## config.mk

```make
export PLATFORM = sky130hd
export DESIGN_NAME = ddr2_prech_ref
export DESIGN_NICKNAME = d
export VERILOG_FILES = /design/src/rtl/ddr2_prech_ref_pkg.sv /design/src/rtl/ddr2_prech_ref.sv
export SDC_FILE = /design/constraint.sdc
export NUM_CORES = 1
export LEC_CHECK = 0
export BUFFER_PORTS_ARGS = -buffer_cell sky130_fd_sc_hd__buf_2
export CORE_MARGIN = 1.5
export CORE_UTILIZATION = 45
export CTS_BUF_LIST = sky130_fd_sc_hd__clkbuf_4 sky130_fd_sc_hd__clkbuf_8
export CTS_CLUSTER_SIZE = 24
export DETAILED_ROUTE_END_ITERATION = 8
export PLACE_DENSITY = 0.67
export SYNTH_ARGS = -nofsm -noshare
export SYNTH_HDL_FRONTEND = slang
export SYNTH_SLANG_ARGS = --single-unit
```

## constraint.sdc

```tcl
create_clock -name clk_sys_i -period 11.7 [get_ports clk_sys_i]
set_clock_uncertainty 0.1 [all_clocks]
set_input_delay 1.755 -clock clk_sys_i [delete_from_list [all_inputs] [get_ports clk_sys_i]]
set_output_delay 1.755 -clock clk_sys_i [all_outputs]
set_load 0.1 [all_outputs]
```

## src/rtl/ddr2_prech_ref_pkg.sv

```systemverilog
package ddr2_prech_ref_pkg;

    localparam int BANKS = 8;
    localparam int BANK_W = 3;
    localparam int ROW_W = 14;
    localparam int CNT_W = 9;

    // times in ns, clock 100 MHz
    localparam int CLK_PERIOD_NS = 10;
    localparam int ROW_PRECHARGE_TIME_NS = 15;
    localparam int ALL_BANK_PRECHARGE_TIME_NS = 18;
    localparam int REFRESH_CYCLE_TIME_NS = 128;
    localparam int SELF_REFRESH_EXIT_TO_NONREAD_NS = 138;
    // exit-to-read time is given in clocks
    localparam int SELF_REFRESH_EXIT_TO_READ_CLK = 200;

    // least times round up
    localparam logic [CNT_W-1:0] RP_CYC = CNT_W'(
        (ROW_PRECHARGE_TIME_NS + CLK_PERIOD_NS - 1) / CLK_PERIOD_NS);
    localparam logic [CNT_W-1:0] RPA_CYC = CNT_W'(
        (ALL_BANK_PRECHARGE_TIME_NS + CLK_PERIOD_NS - 1) / CLK_PERIOD_NS);
    localparam logic [CNT_W-1:0] RFC_CYC = CNT_W'(
        (REFRESH_CYCLE_TIME_NS + CLK_PERIOD_NS - 1) / CLK_PERIOD_NS);
    localparam logic [CNT_W-1:0] XSNR_CYC = CNT_W'(
        (SELF_REFRESH_EXIT_TO_NONREAD_NS + CLK_PERIOD_NS - 1)
        / CLK_PERIOD_NS);
    localparam logic [CNT_W-1:0] XSRD_CYC =
        CNT_W'(SELF_REFRESH_EXIT_TO_READ_CLK);

    // command codes {cs_n, ras_n, cas_n, we_n}
    localparam logic [3:0] CMD_PRECHARGE = 4'h2;
    localparam logic [3:0] CMD_REFRESH = 4'h1;
    localparam logic [3:0] CMD_ACTIVE = 4'h3;
    localparam logic [3:0] CMD_NOP = 4'h7;

    typedef struct packed {
        logic [3:0] cmd;
        logic all_bank_select_bit;
        logic [BANK_W-1:0] bank_select_lines;
        logic clock_enable;
    } cmd_bus_t;

    typedef enum logic [1:0] {
        ST_NORMAL = 2'b00,
        ST_SELF_REF = 2'b01,
        ST_EXIT = 2'b10
    } mode_t;

endpackage

```

## src/rtl/ddr2_prech_ref.sv

```systemverilog
`timescale 1ns/1ps
`default_nettype none

module ddr2_prech_ref (
    // clock and reset
    input wire logic clk_sys_i,
    input wire logic rst_i,
    // command bus from the controller
    input wire ddr2_prech_ref_pkg::cmd_bus_t cmd_i,
    // bank state
    output logic [ddr2_prech_ref_pkg::BANKS-1:0] bank_open_o,
    output logic [ddr2_prech_ref_pkg::BANKS-1:0] bank_ready_o,
    // refresh and self refresh state
    output logic refresh_busy_o,
    output logic [ddr2_prech_ref_pkg::ROW_W-1:0] refresh_row_o,
    output logic self_refresh_o,
    output logic dll_enable_o,
    output logic nonread_ok_o,
    output logic read_ok_o
);

    localparam int CW = ddr2_prech_ref_pkg::CNT_W;
    localparam int BW = ddr2_prech_ref_pkg::BANK_W;

    ddr2_prech_ref_pkg::mode_t mode_r, mode_nxt;
    logic cke_prev_r, cke_prev_nxt;
    logic [CW-1:0] ref_cnt_r, ref_cnt_nxt;
    logic [CW-1:0] exit_cnt_r, exit_cnt_nxt;
    logic [ddr2_prech_ref_pkg::ROW_W-1:0] row_r, row_nxt;
    logic [ddr2_prech_ref_pkg::BANKS-1:0] open_r, open_nxt;
    logic [CW-1:0] pre_cnt_r [ddr2_prech_ref_pkg::BANKS];
    logic [CW-1:0] pre_cnt_nxt [ddr2_prech_ref_pkg::BANKS];
    logic normal, is_pre, is_act, is_ref;

    ////////////////////////////////////////////////////////////////////////
    // command decode: only meaningful with clock enable high before

    always_comb begin
        // self refresh and exit ignore commands entirely
        normal = (mode_r == ddr2_prech_ref_pkg::ST_NORMAL) &&
            cke_prev_r;
        is_pre = normal && cmd_i.clock_enable &&
            cmd_i.cmd == ddr2_prech_ref_pkg::CMD_PRECHARGE;
        is_act = normal && cmd_i.clock_enable &&
            cmd_i.cmd == ddr2_prech_ref_pkg::CMD_ACTIVE;
        is_ref = normal && cmd_i.cmd == ddr2_prech_ref_pkg::CMD_REFRESH;
    end

    ////////////////////////////////////////////////////////////////////////
    // per bank open state and precharge timers

    for (genvar b = 0; b < ddr2_prech_ref_pkg::BANKS; b++) begin : g_bank
        logic hit;
        always_comb begin
            // select bit high overrides the bank lines
            hit = is_pre && (cmd_i.all_bank_select_bit ||
                cmd_i.bank_select_lines == BW'(b));
            open_nxt[b] = open_r[b];
            pre_cnt_nxt[b] = pre_cnt_r[b];
            if (pre_cnt_r[b] != '0) begin
                pre_cnt_nxt[b] = pre_cnt_r[b] - CW'(1);
            end
            if (hit) begin
                // restart even if idle or already precharging
                open_nxt[b] = 1'b0;
                pre_cnt_nxt[b] = cmd_i.all_bank_select_bit ?
                    ddr2_prech_ref_pkg::RPA_CYC :
                    ddr2_prech_ref_pkg::RP_CYC;
            end else if (is_act &&
                    cmd_i.bank_select_lines == BW'(b)) begin
                open_nxt[b] = 1'b1;
            end
        end
        always_ff @(posedge clk_sys_i or posedge rst_i) begin
            if (rst_i) begin
                open_r[b] <= 1'b0;
                pre_cnt_r[b] <= '0;
            end else begin
                open_r[b] <= open_nxt[b];
                pre_cnt_r[b] <= pre_cnt_nxt[b];
            end
        end
        assign bank_ready_o[b] = !open_r[b] && pre_cnt_r[b] == '0;
    end

    ////////////////////////////////////////////////////////////////////////
    // refresh, self refresh and exit timing

    always_comb begin
        mode_nxt = mode_r;
        cke_prev_nxt = cmd_i.clock_enable;
        ref_cnt_nxt = (ref_cnt_r != '0) ? ref_cnt_r - CW'(1) : ref_cnt_r;
        exit_cnt_nxt = exit_cnt_r;
        row_nxt = row_r;
        if (is_ref) begin
            // one row per command, address inputs unused
            row_nxt = row_r + ddr2_prech_ref_pkg::ROW_W'(1);
            ref_cnt_nxt = ddr2_prech_ref_pkg::RFC_CYC;
            if (!cmd_i.clock_enable) begin
                mode_nxt = ddr2_prech_ref_pkg::ST_SELF_REF;
            end
        end
        unique case (mode_r)
            ddr2_prech_ref_pkg::ST_NORMAL: begin
            end
            ddr2_prech_ref_pkg::ST_SELF_REF: begin
                // internal refresh keeps data; only clock enable matters
                if (!cke_prev_r && cmd_i.clock_enable) begin
                    mode_nxt = ddr2_prech_ref_pkg::ST_EXIT;
                    exit_cnt_nxt = CW'(1);
                end
            end
            ddr2_prech_ref_pkg::ST_EXIT: begin
                if (exit_cnt_r < ddr2_prech_ref_pkg::XSRD_CYC) begin
                    exit_cnt_nxt = exit_cnt_r + CW'(1);
                end
                // re-entry after nonread time drops clock enable again
                if (!cmd_i.clock_enable &&
                        exit_cnt_r >= ddr2_prech_ref_pkg::XSNR_CYC) begin
                    mode_nxt = ddr2_prech_ref_pkg::ST_SELF_REF;
                end else if (exit_cnt_r >=
                        ddr2_prech_ref_pkg::XSRD_CYC) begin
                    mode_nxt = ddr2_prech_ref_pkg::ST_NORMAL;
                end
            end
            default: mode_nxt = ddr2_prech_ref_pkg::ST_NORMAL;
        endcase
    end

    always_ff @(posedge clk_sys_i or posedge rst_i) begin
        if (rst_i) begin
            mode_r <= ddr2_prech_ref_pkg::ST_NORMAL;
            cke_prev_r <= 1'b0;
            ref_cnt_r <= '0;
            exit_cnt_r <= '0;
            row_r <= '0;
        end else begin
            mode_r <= mode_nxt;
            cke_prev_r <= cke_prev_nxt;
            ref_cnt_r <= ref_cnt_nxt;
            exit_cnt_r <= exit_cnt_nxt;
            row_r <= row_nxt;
        end
    end

    assign bank_open_o = open_r;
    assign refresh_busy_o = ref_cnt_r != '0;
    assign refresh_row_o = row_r;
    assign self_refresh_o = mode_r == ddr2_prech_ref_pkg::ST_SELF_REF;
    // dll stays off only while in self refresh
    assign dll_enable_o = mode_r != ddr2_prech_ref_pkg::ST_SELF_REF;
    assign nonread_ok_o = mode_r == ddr2_prech_ref_pkg::ST_NORMAL ||
        (mode_r == ddr2_prech_ref_pkg::ST_EXIT &&
        exit_cnt_r >= ddr2_prech_ref_pkg::XSNR_CYC);
    assign read_ok_o = mode_r == ddr2_prech_ref_pkg::ST_NORMAL;
endmodule

`default_nettype wire

```

==> impl_results.rst <==
.. list-table::
   :header-rows: 1

   * - Metric
     - Value
   * - Number of synthesized flops with an enable pin
     - 0
   * - Maximum cell stage delay along the critical path
     - 560 ps
   * - Buffer count from post-CTS setup fixing
     - 0
   * - Data arrival time of the worst path
     - 2350 ps
   * - CP cell instances
     - nor3_1, nand3_1, nor2_1, buf_2
   * - Max Fanout on Critical Path
     - 6
   * - Combined area of all synthesized cells
     - 0.00607 mm^2
   * - Clock tree buffer depth
     - 2
   * - Peak supply drop
     - 0.254 mV
   * - Share of cell area taken by muxes after synthesis
     - 2.31%
   * - Most common cell after layout, fill and taps aside
     - dfrtp_1
   * - Worst hold margin
     - 371 ps
   * - Ports placed on the boundary
     - 46
   * - Sum of routed wire segments on met1
     - 5860 um
   * - DP HPWL
     - 8730 um
   * - H-Tree Level Count
     - 4
   * - Number of distinct library cells after synthesis
     - 64
   * - DIE WIDTH
     - 119 um
   * - Data required time of the critical path
     - 9850 ps
   * - Net count after synthesis
     - 672
   * - Unrepaired setup endpoints after global routing
     - false
   * - Routed met3 length
     - 515 um
   * - Static Leakage
     - 0.00306 uW
   * - Number of global-route vias before repair
     - 4740
   * - Total track usage
     - 18.5%
   * - Setup-violating endpoint count in the final report
     - 0
   * - Overall overflow remaining after global route
     - 0
   * - Final Slew Violations
     - 0
   * - Status
     - finished clean
   * - Slew Limit Headroom
     - 28.9%
   * - Placer's final routability congestion estimate
     - 0.860
   * - Resized Gates After CTS
     - 0
   * - DIE AREA
     - 0.0142 mm^2
   * - Average instance area after synthesis
     - 9.41 um^2
   * - Count of mapped cells out of synthesis
     - 645
   * - Number of synthesis warnings
     - 0
   * - Floorplan die height
     - 119 um
   * - Setup CP Type
     - reg2out
   * - Reg clk slew, reported paths
     - 70 ps
   * - Reg2reg setup slack
     - 9210 ps
   * - Maximum number of pins on one net before global-route repair
     - 86
   * - Summed negative setup slack over all endpoints
     - 0 ps
   * - Most used cells in the layout excluding fill and tap cells
     - dfrtp_1 (115), nor2_1 (93), a21oi_1 (51)
   * - Diodes inserted
     - 0
   * - Synth Area in Adders
     - 3.30%
   * - Xor and xnor area share after synthesis
     - 5.19%
   * - Number of CTS-inserted buffers
     - 17
   * - Global-route wire length before repair
     - 21200 um
   * - Power density cells
     - 263 mW/mm^2
   * - CTS tree
     - done
   * - Worst-Margin Slew
     - 1070 ps
   * - Class of the tightest hold or removal check
     - reg2reg
   * - Average via count per standard cell
     - 5.44
   * - Initial antenna violation count
     - 0
   * - # rows
     - 42
   * - DRC
     - 0
   * - Main combinational cell family by area after synthesis
     - simple AND/OR/NAND/NOR gates
   * - Kind of launch point of the worst setup path
     - flip-flop
   * - Total detailed-routing wirelength
     - 12300 um
   * - Critical Path Sink Type
     - output pin
   * - Routed Antenna Nets
     - 0
   * - Highest achievable clock rate
     - 0.238 GHz
   * - Effective utilization at floorplan
     - 46.0%
   * - Seq/Total Area, Yosys
     - 47.4%
   * - Final-stage net count
     - 729
   * - Port Buffers
     - 45
   * - Final worst-path cycle share
     - 35.9%
   * - Library cell contributing the largest single delay on the critical path
     - nor3_1
   * - Proportion of register bits with asynchronous set or reset after synthesis
     - 100%
   * - Clock root buffer
     - clkbuf_8
   * - Count of hold buffers inserted by post-cts repair
     - 0
   * - Post-layout min period
     - 4200 ps
   * - Highest metal layer with signal wires
     - met4
   * - Initial DRC count
     - 367
   * - Sum of met2 wire segment lengths after detailed routing
     - 5820 um
   * - Wire length per cell
     - 13.8 um
   * - Share of post-route cells with drive strength above 1
     - 14.3%
   * - Flop and latch count out of synthesis
     - 115
   * - Compound-Gate Fraction of Synth Area
     - 14.6%
   * - Vias
     - 4846
   * - Clock latency at the later pin of the worst-skew pair
     - 440 ps
   * - Primary FF master, synth
     - dfrtp_1
   * - Signed area change from the synthesized netlist to the final layout
     - 14.2%
   * - Clock tree sinks
     - 115
   * - Number of maximum-capacitance violations
     - 0
   * - Final hold vios
     - 0
   * - Core area
     - 0.0132 mm^2
   * - Simple-gate share of the synthesized area
     - 24.4%
   * - DRT Pass-1 Iters
     - 5
## path summary, 6_finish.rpt
check	depth (start not counted)	end	startpoint
max reg2reg	6	pre_cnt_r[71]	mode_r[0]
min in group asynchronous	2	pre_cnt_r[2]	rst_i
max in group asynchronous	3	exit_cnt_r[6]	rst_i
min	1	refresh_row_o[13]	refresh_row_o[13]
max	4	bank_ready_o[0]	pre_cnt_r[69]
min reg2reg	1	refresh_row_o[13]	refresh_row_o[13]
## critical path: cells and delay by family, from the launching register on
kind | cells | cell delay (ps)
flops | 1 | 430
simple gates | 3 | 1030
buf+inv | 1 | 450
## final cells by class
| type | count | area [um^2] |
|---|---|---|
| fill | 1205 | 6260 |
| tap | 176 | 220 |
| clock inverter | 13 | 181 |
| clock buffer | 19 | 262 |
| sequential | 115 | 2880 |
| timing repair buffer | 46 | 233 |
| inverter | 37 | 141 |
| multi-input combinational | 485 | 3020 |
## sequential cells by signal, indices dropped and copies added (netlist names)
name	count
exit_cnt_r	9
bank_open_o	8
refresh_row_o	14
ref_cnt_r	9
pre_cnt_r	72
mode_r	2
cke_prev_r	1
## cells by family (layout without fill, tap and decap cells)
kind of cell               count (synthesis)  after routing
and+or+nand+nor                          280            280
adders and majority gates                 16             16
buffers and inverters                     45            115
xor gates and xnor gates                  36             36
muxes                                     14             14
DFF                                      115            115
AOI/OAI and AO/OA                        139            139
## power by group
group          total, uW  leakage (uW)  internal (uW)  switching, uW
Combinational        708       0.00143            276            432
Sequential           706       0.00142            549            157
Clock                411      0.000210            243            169
Total               1820       0.00306           1070            757
## through the flow
step / total power [uW] / area (um^2) / instances / util [%] / setup slack [ps]
final: 1820 / 6930 / 891 / 52.6 / 7500
after global routing: 1960 / 6930 / 891 / 52.6 / 7290
after detailed placement: 1420 / 6490 / 859 / 49.2 / 7970
after CTS: 1830 / 6930 / 891 / 52.6 / 7480
after global placement: 1380 / 6490 / 859 / 49.2 / 8050
after floorplan: 1270 / 6070 / 645 / - / 6800
## per-layer routing
metal / GRT usage, % / vias to the layer above
met1: 23.4 / 2350
met2: 30.6 / 87
li1: - / 2401
met5: 0 / -
met3: 4.79 / 8
met4: 7.15 / 0
## synthesized netlist by cell type, types with 3 or more instances
library cell | number | area share [%]
a211o_1 | 5 | 0.72
a211oi_1 | 7 | 0.87
a21oi_1 | 51 | 4.2
a31oi_1 | 13 | 1.3
and3_1 | 6 | 0.62
clkbuf_1 | 5 | 0.31
dfrtp_1 | 115 | 47
ha_1 | 16 | 3.3
inv_1 | 37 | 2.3
mux2i_1 | 14 | 2.3
nand2_1 | 36 | 2.2
nand2b_1 | 14 | 1.4
nand3_1 | 25 | 2.1
nand4_1 | 3 | 0.31
nor2_1 | 93 | 5.7
nor2_4 | 5 | 0.93
nor2b_1 | 17 | 1.8
nor3_1 | 26 | 2.1
nor4_1 | 7 | 0.72
nor4_2 | 3 | 0.62
o21a_1 | 7 | 0.87
o21ai_0 | 22 | 1.8
o31ai_1 | 11 | 1.4
or2_2 | 4 | 0.41
or3_1 | 19 | 2.0
or4_1 | 3 | 0.37
xnor2_1 | 31 | 4.5
xor2_1 | 5 | 0.72
(Power assumes the default switching activity.)
